`config.mk`:
```
export PLATFORM = sky130hd
export DESIGN_NAME = assc_channel
export DESIGN_NICKNAME = d
export VERILOG_FILES = /design/src/logic/assc_pkg.sv /design/src/logic/assc_channel.sv /design/src/logic/assc_baud.sv
export SDC_FILE = /design/constraint.sdc
export NUM_CORES = 1
export LEC_CHECK = 0
export BUFFER_PORTS_ARGS = -buffer_cell sky130_fd_sc_hd__clkbuf_2
export CAP_MARGIN = 30
export CORE_ASPECT_RATIO = 0.9
export CORE_UTILIZATION = 45
export DETAILED_ROUTE_END_ITERATION = 8
export PLACE_DENSITY = 0.8
export SYNTH_ARGS = -nofsm -noshare
export SYNTH_HDL_FRONTEND = slang
export SYNTH_SLANG_ARGS = --single-unit
```
`constraint.sdc`:
```
create_clock -name core_clk_i -period 2.26 [get_ports core_clk_i]
set_input_delay 0.678 -clock core_clk_i [delete_from_list [all_inputs] [get_ports core_clk_i]]
set_output_delay 0.678 -clock core_clk_i [all_outputs]
set_load 0.1 [all_outputs]
```
`src/logic/assc_pkg.sv`:
```
// Package of the serial channel: register map, field layouts, states and timing.
// Assumes a single 50 MHz core clock and a 32-bit AHB-Lite register bus.
`default_nettype none

package assc_pkg;

    // Register byte offsets within the block's window.
    localparam int         AW       = 5;
    localparam logic [4:0] A_CTRL   = 5'h00;
    localparam logic [4:0] A_BAUD   = 5'h04;
    localparam logic [4:0] A_TXDATA = 5'h08;
    localparam logic [4:0] A_RXDATA = 5'h0C;
    localparam logic [4:0] A_STAT   = 5'h10;
    localparam logic [4:0] A_MASK   = 5'h14;
    localparam logic [2:0] HSIZE_WORD = 3'h2;

    // Baud reload width; one tick every reload+1 clocks.
    localparam int                BRW      = 13;
    localparam logic [BRW-1:0]    BAUD_RST = 13'h0000;

    // Ticks: 16 per asynchronous bit, 4 per synchronous bit.
    localparam logic [3:0] OVS_LAST  = 4'hF;
    localparam logic [3:0] OVS_MID   = 4'h7;
    localparam logic [3:0] SY_RISE   = 4'h1;
    localparam logic [3:0] SY_LAST   = 4'h3;
    localparam logic [3:0] LAST_DBIT = 4'h7;

    typedef enum logic [2:0] {
        M_SYNC = 3'h0,
        M_A8   = 3'h1,
        M_A8P  = 3'h3,
        M_A9   = 3'h4,
        M_A8W  = 3'h5
    } assc_mode_e;

    typedef enum logic [2:0] {
        TX_IDLE  = 3'h0,
        TX_START = 3'h1,
        TX_DATA  = 3'h3,
        TX_NINTH = 3'h2,
        TX_STOP  = 3'h6
    } assc_tx_e;

    typedef enum logic [2:0] {
        RX_IDLE  = 3'h0,
        RX_START = 3'h1,
        RX_DATA  = 3'h3,
        RX_NINTH = 3'h2,
        RX_STOP  = 3'h6
    } assc_rx_e;

    typedef struct packed {
        logic       run;
        logic       ren;
        logic       loop;
        logic       fen;
        logic       odd;
        logic       stop2;
        assc_mode_e mode;
    } assc_ctrl_s;

    localparam int         CTRL_W   = $bits(assc_ctrl_s);
    localparam assc_ctrl_s CTRL_RST = '{mode: M_SYNC, default: 1'b0};

    // Sticky events; the low four bits are the four request lines.
    typedef struct packed {
        logic oe;
        logic fe;
        logic pe;
        logic err;
        logic rx;
        logic tbe;
        logic tx;
    } assc_stat_s;

    localparam int STAT_W = $bits(assc_stat_s);

    typedef struct packed {
        logic [BRW-1:0] cnt;
        logic           tick;
    } assc_baud_s;

    typedef struct packed {
        assc_ctrl_s     ctrl;
        logic [BRW-1:0] reload;
        assc_stat_s     stat;
        assc_stat_s     mask;
        logic [8:0]     tbuf;
        logic           tfull;
        assc_tx_e       tx_st;
        logic [3:0]     tx_sub;
        logic [3:0]     tx_bit;
        logic [8:0]     tx_sh;
        logic           tx_line;
        logic           tx_dir;
        logic           sclk;
        logic           dat_oe;
        logic           txd;
        logic           rx_s1;
        logic           rx_s2;
        logic           rx_prev;
        assc_rx_e       rx_st;
        logic [3:0]     rx_sub;
        logic [3:0]     rx_bit;
        logic [8:0]     rx_sh;
        logic [8:0]     rbuf;
        logic           rfull;
        logic           dp_wr;
        logic [AW-1:0]  dp_addr;
        logic [31:0]    hrdata;
    } assc_core_s;

    localparam assc_core_s CORE_RST = '{
        ctrl:    CTRL_RST,
        reload:  BAUD_RST,
        tx_st:   TX_IDLE,
        rx_st:   RX_IDLE,
        tx_line: 1'b1,
        sclk:    1'b1,
        txd:     1'b1,
        rx_s1:   1'b1,
        rx_s2:   1'b1,
        rx_prev: 1'b1,
        default: '0
    };

endpackage

`default_nettype wire

```
`src/logic/assc_channel.sv`:
```
// Asynchronous/synchronous serial channel with AHB-Lite registers.
// Assumes one 50 MHz clock; the receive pin is synchronised inside.
//
// What this block does
// - Asynchronous transmit and receive run at the same time, full duplex.
// - Synchronous mode moves data one way at a time, up to a quarter tick rate.
// - An asynchronous frame is a start bit, 8 or 9 data bits, one or two stops.
// - Wake-up mode sends 8 data bits plus a ninth bit marking address bytes.
// - Synchronous mode moves 8-bit bytes on a shift clock this channel drives.
// - The least significant bit is always shifted first.
// - Loopback routes the transmitter output straight into the receiver.
// - With parity, a parity bit is sent and each received one is checked.
// - With framing checks on, a missing stop bit raises a framing error.
// - A character completing while the last one is unread raises overrun.
// - Four request lines cover transmit, buffer empty, receive and error.
// - A programmable divider derives every bit rate from the core clock.
//
// Our own choices: the AHB-Lite interface to the registers and the address map.
`timescale 1ns/10ps
`default_nettype none

module assc_channel (
    // Clock and reset
    input  wire logic        core_clk_i,
    input  wire logic        nrst_i,
    // AHB-Lite slave
    input  wire logic        hsel_i,
    input  wire logic [31:0] haddr_i,
    input  wire logic [1:0]  htrans_i,
    input  wire logic        hwrite_i,
    input  wire logic [2:0]  hsize_i,
    input  wire logic [31:0] hwdata_i,
    input  wire logic        hready_i,
    output logic             hreadyout_o,
    output logic             hresp_o,
    output logic [31:0]      hrdata_o,
    // Serial pins
    input  wire logic        rxd_i,
    output logic             rxd_o,
    output logic             rxd_oe_o,
    output logic             txd_o,
    // Interrupts
    output logic [3:0]       irq_req_o,
    output logic             irq_o
);

    assc_pkg::assc_core_s r_reg;
    assc_pkg::assc_core_s r_next;
    assc_pkg::assc_stat_s ev;
    assc_pkg::assc_stat_s w1c;
    logic                 tick;
    logic                 acc;
    logic                 rd_rx;
    logic                 lin;
    logic                 nine;
    logic                 par;
    logic                 wake;
    logic                 sy;
    logic                 rx_done;
    logic [8:0]           word;

    assc_baud u_baud (
        .core_clk_i (core_clk_i),
        .nrst_i     (nrst_i),
        .en_i       (r_reg.ctrl.run),
        .reload_i   (r_reg.reload),
        .tick_o     (tick)
    );

    always_comb begin
        r_next  = r_reg;
        ev      = '0;
        w1c     = '0;
        rx_done = 1'b0;
        word    = '0;
        nine    = 1'b0;
        par     = 1'b0;
        wake    = 1'b0;
        sy      = 1'b0;
        acc     = hsel_i & hready_i & htrans_i[1] & (hsize_i == assc_pkg::HSIZE_WORD);
        rd_rx   = acc & !hwrite_i & (haddr_i[assc_pkg::AW-1:0] == assc_pkg::A_RXDATA);
        unique case (r_reg.ctrl.mode)
            assc_pkg::M_SYNC: sy = 1'b1;
            assc_pkg::M_A8P: begin
                nine = 1'b1;
                par  = 1'b1;
            end
            assc_pkg::M_A9: nine = 1'b1;
            assc_pkg::M_A8W: begin
                nine = 1'b1;
                wake = 1'b1;
            end
            default: nine = 1'b0;
        endcase
        // Only the second stage feeds logic; the first may be metastable.
        r_next.rx_s1   = rxd_i;
        r_next.rx_s2   = r_reg.rx_s1;
        lin            = r_reg.ctrl.loop ? r_reg.tx_line : r_reg.rx_s2;
        r_next.rx_prev = lin;

        // Transmitter; in synchronous mode it also clocks reception.
        unique case (r_reg.tx_st)
            assc_pkg::TX_IDLE: begin
                r_next.tx_sub = '0;
                r_next.tx_bit = '0;
                if (r_reg.tfull) begin
                    r_next.tx_sh = r_reg.tbuf;
                    if (par) begin
                        r_next.tx_sh[8] = ^r_reg.tbuf[7:0] ^ r_reg.ctrl.odd;
                    end
                    r_next.tfull  = 1'b0;
                    ev.tbe        = 1'b1;
                    r_next.tx_dir = 1'b1;
                    r_next.dat_oe = sy;
                    r_next.sclk   = !sy;
                    r_next.tx_st  = sy ? assc_pkg::TX_DATA : assc_pkg::TX_START;
                end else if (sy && r_reg.ctrl.ren) begin
                    r_next.tx_dir = 1'b0;
                    r_next.sclk   = 1'b0;
                    r_next.tx_st  = assc_pkg::TX_DATA;
                end
            end
            assc_pkg::TX_START: begin
                if (tick) begin
                    r_next.tx_sub = r_reg.tx_sub + 1'b1;
                    if (r_reg.tx_sub == assc_pkg::OVS_LAST) begin
                        r_next.tx_st = assc_pkg::TX_DATA;
                    end
                end
            end
            assc_pkg::TX_DATA: begin
                if (tick && sy) begin
                    r_next.tx_sub = r_reg.tx_sub + 1'b1;
                    // Data is sampled on the rising shift clock edge.
                    if (r_reg.tx_sub == assc_pkg::SY_RISE) begin
                        r_next.sclk = 1'b1;
                        if (!r_reg.tx_dir) begin
                            r_next.rx_sh = {lin, r_reg.rx_sh[8:1]};
                        end
                    end
                    if (r_reg.tx_sub == assc_pkg::SY_LAST) begin
                        r_next.sclk   = 1'b0;
                        r_next.tx_sub = '0;
                        r_next.tx_sh  = {1'b0, r_reg.tx_sh[8:1]};
                        r_next.tx_bit = r_reg.tx_bit + 1'b1;
                        if (r_reg.tx_bit == assc_pkg::LAST_DBIT) begin
                            r_next.tx_st  = assc_pkg::TX_IDLE;
                            r_next.sclk   = 1'b1;
                            r_next.dat_oe = 1'b0;
                            if (r_reg.tx_dir) begin
                                ev.tx = 1'b1;
                            end else begin
                                rx_done         = 1'b1;
                                word            = {1'b0, r_reg.rx_sh[8:1]};
                                r_next.ctrl.ren = 1'b0;
                            end
                        end
                    end
                end else if (tick) begin
                    r_next.tx_sub = r_reg.tx_sub + 1'b1;
                    if (r_reg.tx_sub == assc_pkg::OVS_LAST) begin
                        r_next.tx_sh  = {1'b0, r_reg.tx_sh[8:1]};
                        r_next.tx_bit = r_reg.tx_bit + 1'b1;
                        if (r_reg.tx_bit == assc_pkg::LAST_DBIT) begin
                            r_next.tx_bit = '0;
                            r_next.tx_st  = nine ? assc_pkg::TX_NINTH : assc_pkg::TX_STOP;
                        end
                    end
                end
            end
            assc_pkg::TX_NINTH: begin
                if (tick) begin
                    r_next.tx_sub = r_reg.tx_sub + 1'b1;
                    if (r_reg.tx_sub == assc_pkg::OVS_LAST) begin
                        r_next.tx_st = assc_pkg::TX_STOP;
                    end
                end
            end
            assc_pkg::TX_STOP: begin
                if (tick) begin
                    r_next.tx_sub = r_reg.tx_sub + 1'b1;
                    if (r_reg.tx_sub == assc_pkg::OVS_LAST) begin
                        if (r_reg.ctrl.stop2 && r_reg.tx_bit == '0) begin
                            r_next.tx_bit = 4'h1;
                        end else begin
                            r_next.tx_st = assc_pkg::TX_IDLE;
                            ev.tx        = 1'b1;
                        end
                    end
                end
            end
        endcase

        // Asynchronous receiver, independent of the transmitter.
        unique case (r_reg.rx_st)
            assc_pkg::RX_IDLE: begin
                r_next.rx_sub = '0;
                r_next.rx_bit = '0;
                if (!sy && r_reg.ctrl.ren && r_reg.rx_prev && !lin) begin
                    r_next.rx_st = assc_pkg::RX_START;
                end
            end
            assc_pkg::RX_START: begin
                if (tick) begin
                    r_next.rx_sub = r_reg.rx_sub + 1'b1;
                    // A glitch shorter than half a bit is not a start bit.
                    if (r_reg.rx_sub == assc_pkg::OVS_MID && lin) begin
                        r_next.rx_st = assc_pkg::RX_IDLE;
                    end
                    if (r_reg.rx_sub == assc_pkg::OVS_LAST) begin
                        r_next.rx_st = assc_pkg::RX_DATA;
                    end
                end
            end
            assc_pkg::RX_DATA: begin
                if (tick) begin
                    r_next.rx_sub = r_reg.rx_sub + 1'b1;
                    if (r_reg.rx_sub == assc_pkg::OVS_MID) begin
                        r_next.rx_sh = {lin, r_reg.rx_sh[8:1]};
                    end
                    if (r_reg.rx_sub == assc_pkg::OVS_LAST) begin
                        r_next.rx_bit = r_reg.rx_bit + 1'b1;
                        if (r_reg.rx_bit == assc_pkg::LAST_DBIT) begin
                            r_next.rx_st = nine ? assc_pkg::RX_NINTH : assc_pkg::RX_STOP;
                        end
                    end
                end
            end
            assc_pkg::RX_NINTH: begin
                if (tick) begin
                    r_next.rx_sub = r_reg.rx_sub + 1'b1;
                    if (r_reg.rx_sub == assc_pkg::OVS_MID) begin
                        r_next.rx_sh = {lin, r_reg.rx_sh[8:1]};
                    end
                    if (r_reg.rx_sub == assc_pkg::OVS_LAST) begin
                        r_next.rx_st = assc_pkg::RX_STOP;
                    end
                end
            end
            assc_pkg::RX_STOP: begin
                // The frame ends mid stop bit so a back-to-back start is seen.
                if (tick) begin
                    r_next.rx_sub = r_reg.rx_sub + 1'b1;
                    if (r_reg.rx_sub == assc_pkg::OVS_MID) begin
                        r_next.rx_st = assc_pkg::RX_IDLE;
                        rx_done      = 1'b1;
                        word         = nine ? r_reg.rx_sh : {1'b0, r_reg.rx_sh[8:1]};
                        if (r_reg.ctrl.fen && !lin) begin
                            ev.fe = 1'b1;
                        end
                    end
                end
            end
        endcase

        // Register bus: writes land in the data phase, reads are staged.
        r_next.hrdata  = '0;
        r_next.dp_wr   = acc & hwrite_i;
        r_next.dp_addr = haddr_i[assc_pkg::AW-1:0];
        if (r_reg.dp_wr) begin
            case (r_reg.dp_addr)
                assc_pkg::A_CTRL:
                    r_next.ctrl = assc_pkg::assc_ctrl_s'(hwdata_i[assc_pkg::CTRL_W-1:0]);
                assc_pkg::A_BAUD: r_next.reload = hwdata_i[assc_pkg::BRW-1:0];
                assc_pkg::A_TXDATA: begin
                    r_next.tbuf  = hwdata_i[8:0];
                    r_next.tfull = 1'b1;
                end
                assc_pkg::A_STAT: w1c = hwdata_i[assc_pkg::STAT_W-1:0];
                assc_pkg::A_MASK: r_next.mask = hwdata_i[assc_pkg::STAT_W-1:0];
                default: r_next.dp_wr = r_next.dp_wr;
            endcase
        end
        if (acc && !hwrite_i) begin
            case (haddr_i[assc_pkg::AW-1:0])
                assc_pkg::A_CTRL:   r_next.hrdata = 32'(r_reg.ctrl);
                assc_pkg::A_BAUD:   r_next.hrdata = 32'(r_reg.reload);
                assc_pkg::A_TXDATA: r_next.hrdata = 32'(r_reg.tbuf);
                assc_pkg::A_RXDATA: r_next.hrdata = 32'(r_reg.rbuf);
                assc_pkg::A_STAT: begin
                    r_next.hrdata = 32'({r_reg.tx_st != assc_pkg::TX_IDLE,
                                         r_reg.rfull, r_reg.tfull, r_reg.stat});
                end
                assc_pkg::A_MASK:   r_next.hrdata = 32'(r_reg.mask);
                default:            r_next.hrdata = '0;
            endcase
        end
        if (rd_rx) begin
            r_next.rfull = 1'b0;
        end

        // A completed character beats a read in the same cycle.
        if (rx_done) begin
            if (par && (^word != r_reg.ctrl.odd)) begin
                ev.pe = 1'b1;
            end
            if (!wake || word[8]) begin
                if (r_next.rfull) begin
                    ev.oe = 1'b1;
                end
                r_next.rbuf  = word;
                r_next.rfull = 1'b1;
                ev.rx        = 1'b1;
            end
        end
        ev.err = ev.pe | ev.fe | ev.oe;

        if (sy) begin
            r_next.rx_st = assc_pkg::RX_IDLE;
        end
        if (!r_reg.ctrl.run) begin
            r_next.tx_st  = assc_pkg::TX_IDLE;
            r_next.rx_st  = assc_pkg::RX_IDLE;
            r_next.sclk   = 1'b1;
            r_next.dat_oe = 1'b0;
        end
        unique case (r_next.tx_st)
            assc_pkg::TX_START: r_next.tx_line = 1'b0;
            assc_pkg::TX_DATA:  r_next.tx_line = r_next.tx_sh[0];
            assc_pkg::TX_NINTH: r_next.tx_line = r_next.tx_sh[0];
            default:            r_next.tx_line = 1'b1;
        endcase
        r_next.txd  = sy ? r_next.sclk : r_next.tx_line;
        r_next.stat = (r_reg.stat & ~w1c) | ev;
    end

    always_ff @(posedge core_clk_i) begin
        if (!nrst_i) begin
            r_reg <= assc_pkg::CORE_RST;
        end else begin
            r_reg <= r_next;
        end
    end

    assign hreadyout_o = 1'b1;
    assign hresp_o     = 1'b0;
    assign hrdata_o    = r_reg.hrdata;
    assign txd_o       = r_reg.txd;
    assign rxd_o       = r_reg.tx_line;
    assign rxd_oe_o    = r_reg.dat_oe;
    assign irq_req_o   = r_reg.stat[3:0] & r_reg.mask[3:0];
    assign irq_o       = |(r_reg.stat & r_reg.mask);
endmodule // assc_channel

`default_nettype wire

```
`src/logic/assc_baud.sv`:
```
// Baud tick generator of the serial channel.
// Assumes the enable and reload come from registers on the same clock.
`timescale 1ns/10ps
`default_nettype none

module assc_baud (
    // Clock and reset
    input  wire logic                  core_clk_i,
    input  wire logic                  nrst_i,
    // Control
    input  wire logic                  en_i,
    input  wire logic [assc_pkg::BRW-1:0] reload_i,
    // Tick
    output logic                       tick_o
);

    assc_pkg::assc_baud_s s_reg;
    assc_pkg::assc_baud_s s_next;

    // Every bit rate is a whole division of the core clock.
    always_comb begin
        s_next      = s_reg;
        s_next.tick = 1'b0;
        if (!en_i) begin
            s_next.cnt = reload_i;
        end else if (s_reg.cnt == '0) begin
            s_next.cnt  = reload_i;
            s_next.tick = 1'b1;
        end else begin
            s_next.cnt = s_reg.cnt - 1'b1;
        end
    end

    always_ff @(posedge core_clk_i) begin
        if (!nrst_i) begin
            s_reg <= '0;
        end else begin
            s_reg <= s_next;
        end
    end

    assign tick_o = s_reg.tick;
endmodule // assc_baud

`default_nettype wire

```
=== Word level (Yosys, flattened, before mapping) ===
Index checks and enable logic that the tools add are counted.

* Reduce and logical (&&, ||, !) cells: 48
* $add $sub $neg: 5
* Bitwise logic cells: 16
* Equal/unequal tests: 54
* Muxes and demuxes: 122

{| class="wikitable"
|+ Operator list
! operator !! count
|-
| two-way mux 9 bit || 11
|-
| two-way mux 20 bit || 4
|-
| one-hot mux 13 bit (6 select lines) || 1
|-
| one-hot mux 7 bit (5 select lines) || 2
|-
| two-way mux 3 bit || 18
|-
| two-way mux 13 bit || 4
|-
| two-way mux 1 bit || 49
|-
| two-way mux 7 bit || 7
|-
| two-way mux 8 bit || 6
|-
| one-hot mux 9 bit (2 select lines) || 2
|-
| equality test 3 x 2 -> 1 bit (second input constant) || 8
|-
| != test 2 bit (second input constant) || 11
|-
| two-way mux 21 bit || 1
|-
| equality test 5 bit (second input constant) || 4
|-
| adder 4 x 1 -> 4 bit (second input constant) || 4
|-
| two-way mux 4 bit || 4
|-
| AND reduction 2 bit || 8
|-
| equality test 5 x 4 -> 1 bit (second input constant) || 3
|-
| AND 7 bit || 2
|-
| two-way mux 2 bit || 7
|-
| != test 2 x 1 -> 1 bit (second input constant) || 7
|-
| logical NOT 13 bit || 1
|-
| subtractor 13 x 1 -> 13 bit (second input constant) || 1
|-
| equality test 3 bit (second input constant) || 4
|-
| other kinds (39) || 76
|}

* Output and inout bits: 42
* Bits in registers: 156
* Bits of input ports: 75

=== Logic depth before layout (Yosys ltp) ===
* Depth in word-level cells: 16
* Gate-level depth with buffers: 11
* Depth with buffers taken out: 10

=== Modules after synthesis ===
Synthesis repeated with hierarchy kept, for this count alone.

* Cell total of the unflattened synthesis: 836
* Area, all modules: 6971.7 µm²

{| class="wikitable"
|+ Modules (own cells, without submodules)
! module !! seq. area each (µm²) !! area an instance (µm²) !! times used !! cells an instance
|-
| assc_channel || 2462.4 || 6217.2 || 1 || 754
|-
| assc_baud || 280.3 || 754.5 || 1 || 82
|}

=== Least setup slack after synthesis ===
Ideal clock, no wire load.

* Path type: reg-to-output
* Start point: register r_reg[114] (netlist name)
* End point: output irq_o
* Data arrival time: 2.030 ns
* Slack: -0.448 ns
* Cell stages (with the launch flop): 4
* Cells stage by stage: dfxtp_1 and2_1 a211o_1 or4_1

* Cells in the longest elaborated chain, start to end: 2

{| class="wikitable"
|+ Ends and longest elaborated chain
! what !! RTL line !! text
|-
| start, declared || assc_channel.sv:47 || <nowiki>assc_pkg::assc_core_s r_reg;</nowiki>
|-
| start signal, assigned || assc_channel.sv:329 || <nowiki>r_reg <= assc_pkg::CORE_RST;</nowiki>
|-
| start signal, assigned || assc_channel.sv:331 || <nowiki>r_reg <= r_next;</nowiki>
|-
| AND 7 bit || assc_channel.sv:342 || <nowiki>assign irq_o = |(r_reg.stat & r_reg.mask);</nowiki>
|-
| OR reduction 7 bit || assc_channel.sv:342 ||
|-
| end, declared || assc_channel.sv:44 || <nowiki>output logic irq_o</nowiki>
|}

No other way between the ends.

=== Worst setup path after layout ===
Same ends and word-level chain as after synthesis.

==> flow_summary.json <==
{
  "power.switching_mw": 1.350,
  "clock_path_buffers": 2,
  "finalWirelength_microns": 20330,
  "grt_pass1_vias": 6100,
  "path_max_fanout": 3,
  "hold_violations": 0,
  "largest_reg_flops": 106,
  "remaining_drc_errors": 0,
  "p_comb_share_pct": 4.9,
  "fin_cells": 1108,
  "critical_path_arrival_ns": 1.83,
  "ant_nets": 0,
  "rsz0062_at_grt": "yes",
  "startpoint_type": "register",
  "async_flop_share_pct": 0,
  "crit_required_ns": 1.58,
  "synth_most_common_cell": "dfxtp_1",
  "place_ws_ns": -0.2962,
  "n_antenna_cell": 0,
  "drive_gt1_share_pct": 31.87,
  "worstHoldPathType": "reg2reg",
  "numCtsBuffers": 17,
  "nNetsFinal": 979,
  "insertion_delay_ns": 0.42,
  "synthCells": 783,
  "final_util_pct": 59.87,
  "num_io_pins": 117,
  "dp_cells": 1055,
  "slew_headroom_pct": 52.20,
  "vias": 6477,
  "die_w_microns": 132.4,
  "slowest_stage": "or4_4",
  "cts.sinks": 137,
  "maxSlewViolCount": 0,
  "p_int_mw": 4.500,
  "finalCritPeriodShare_pct": 110.9,
  "synth_top_cell_by_area": "dfxtp_1",
  "setup_ws_ns": -0.2463,
  "netlist_top_cells_count": "dfxtp_1 (137), nor2_1 (115), nand2_1 (56)",
  "drt_iter0_drc": 839,
  "die_h_microns": 119.4,
  "synthTopCellsByArea": "dfxtp_1 (40%), mux2i_1 (6.7%), nor2_1 (6.3%), a21oi_1 (3.9%), buf_4 (3.7%)",
  "grt_max_degree": 92,
  "die_area_sq_mm": 0.01580,
  "violations": "negative setup slack",
  "grt_pass1_wl_microns": 31000,
  "syn2layout_area_growth_pct": 28.83,
  "ys_ff_latch": 137,
  "netlist_area_sq_mm": 0.006887,
  "synth_warnings": 0,
  "port_buffers": 48,
  "synth_edf_count": 0,
  "slowest_delay_ns": 0.44,
  "cts_tree": "done",
  "antenna_found_initial": 0,
  "dr.pass1.iters": 6,
  "power_density_mw_per_mm2": 659.4,
  "peakVddDrop_mv": 0.7154,
  "worst_pin_slew_ns": 0.7164,
  "synth_top_area_share_pct": 39.83,
  "fp-row-count": 42,
  "core-area_sq_mm": 0.01482,
  "grt.total_usage_pct": 24.91,
  "status": "finished, violations left",
  "fin_crit_ns": 2.506,
  "start_util_pct": 46.47,
  "switching_share_pct": 23.08,
  "crit_chain": "and2_4, a211o_1, or4_4, buf_12",
  "vias_per_cell": 5.846,
  "ys_types": 70,
  "clock.fmax_mhz": 399.0,
  "end_kind": "primary output",
  "power_frac_seq_pct": 41.4,
  "clockRootBuffer": "clkbuf_16",
  "crit_type": "reg2out",
  "maxCapViolCount": 0,
  "postSynthAreaPerCell_sq_um": 8.795,
  "yosysSeqAreaShare_pct": 39.83,
  "routabilityCongestion": 0.9633,
  "htree_levels": 4,
  "p_total_mw": 5.850,
  "grt_overflow": 0,
  "p_clk_share_pct": 53.7,
  "ys.flop_type": "dfxtp_1",
  "final-setup-viol-count": 18,
  "cts.clk_slew.worst_paths_ns": 0.06,
  "clock_skew_ns": 0.008966,
  "dp_hpwl_microns": 12310,
  "routedWlPerCell_microns": 18.35,
  "leakage_nw": 3.668
}
## stage by stage
step / instance area (sq um) / hold WS [ns] / TNS (ns)
2_1_floorplan: 7029 / 0.3863 / -2.024
3_3_place_gp: 7766 / 0.3955 / -3.045
3_5_place_dp: 7766 / 0.3962 / -3.837
4_1_cts: 8671 / 0.4100 / -3.090
5_1_grt: 8872 / 0.4275 / -4.885
6_report: 8872 / 0.4038 / -3.336
## worst paths after layout
check	depth (start not counted)	from	slack, ns	end
worst min register to register	1	r_next[69]	0.40	r_reg[69]
worst max-delay path	4	r_reg[114]	-0.25	irq_o
worst max register to register	10	u_baud.s_reg[1]	-0.25	u_baud.s_reg[13]
worst min-delay path	1	r_next[69]	0.40	r_reg[69]
## power by group through the flow
| stage | Clock [mW] | Combinational, mW | Sequential, mW |
|---|---|---|---|
| after floorplan | 0 | 0.240 | 2.48 |
| after global placement | 0 | 0.275 | 2.48 |
| after detailed placement | 0 | 0.276 | 2.48 |
| after CTS | 3.15 | 0.278 | 2.43 |
| after global routing | 3.25 | 0.293 | 2.42 |
| final | 3.14 | 0.284 | 2.42 |
## cells by family after synthesis
family	synth area share [%]
AO/OA/AOI/OAI	16.70
XOR/XNOR	3.561
adder cells (fa/ha/maj)	1.272
buffers and inverters	7.649
flip-flops	39.83
multiplexers	10.48
other	0.1091
AND/OR/NAND/NOR	20.40
## final cells by class
cell class	instances	area, sq um
well taps	198	247.7
clock buffers	20	456.7
flip-flops and latches	137	2758
repair buffers	150	1080
inverters	20	77.57
fillers	1128	5947
clock inverters	12	211.5
multi-input cells	571	4041
## critical path, delay by kind of cell (launching register included)
family / cells / cell delay (ns)
flip-flops: 1 / 0.34
buffers and inverters: 1 / 0.18
AO/OA/AOI/OAI: 1 / 0.28
AND/OR/NAND/NOR: 2 / 0.62
## metal layers
metal | vias to the layer above | GRT usage [%] | wire length (microns) | part of all wire, %
met5 | - | 0 | 0 | 0
met4 | 0 | 10.27 | 715 | 3.5
li1 | 2963 | - | - | -
met3 | 74 | 6.088 | 1898 | 9.3
met2 | 366 | 39.54 | 9475 | 47
met1 | 3074 | 32.29 | 8237 | 41
## cell usage in the layout, fill, tap and decap left out, drive strengths merged, types with 4 or more instances in the layout
cell      n
a211o     4
a211oi   17
a21oi    53
a221o     5
a221oi    9
a22oi    19
and2     16
and3      6
buf     104
bufinv    5
clkbuf   66
clkinv    4
conb     21
dfxtp   137
ha        7
inv      23
mux2     22
mux2i    48
nand2    57
nand2b    4
nand3     9
nand3b    7
nand4     8
nand4b    4
nor2    115
nor2b     8
nor3     17
o21a      5
o21ai    26
or3       8
xnor2    15
xor2     13
## timing repair
item,4_1_cts,5_1_grt
resized for setup,27,44
gates cloned,5,0
pin swaps,11,10
hold buffers,0,0
setup buffers,11,6
endpoints found under the setup margin,22,36
Note: power is estimated with default switching activity, not from simulation.
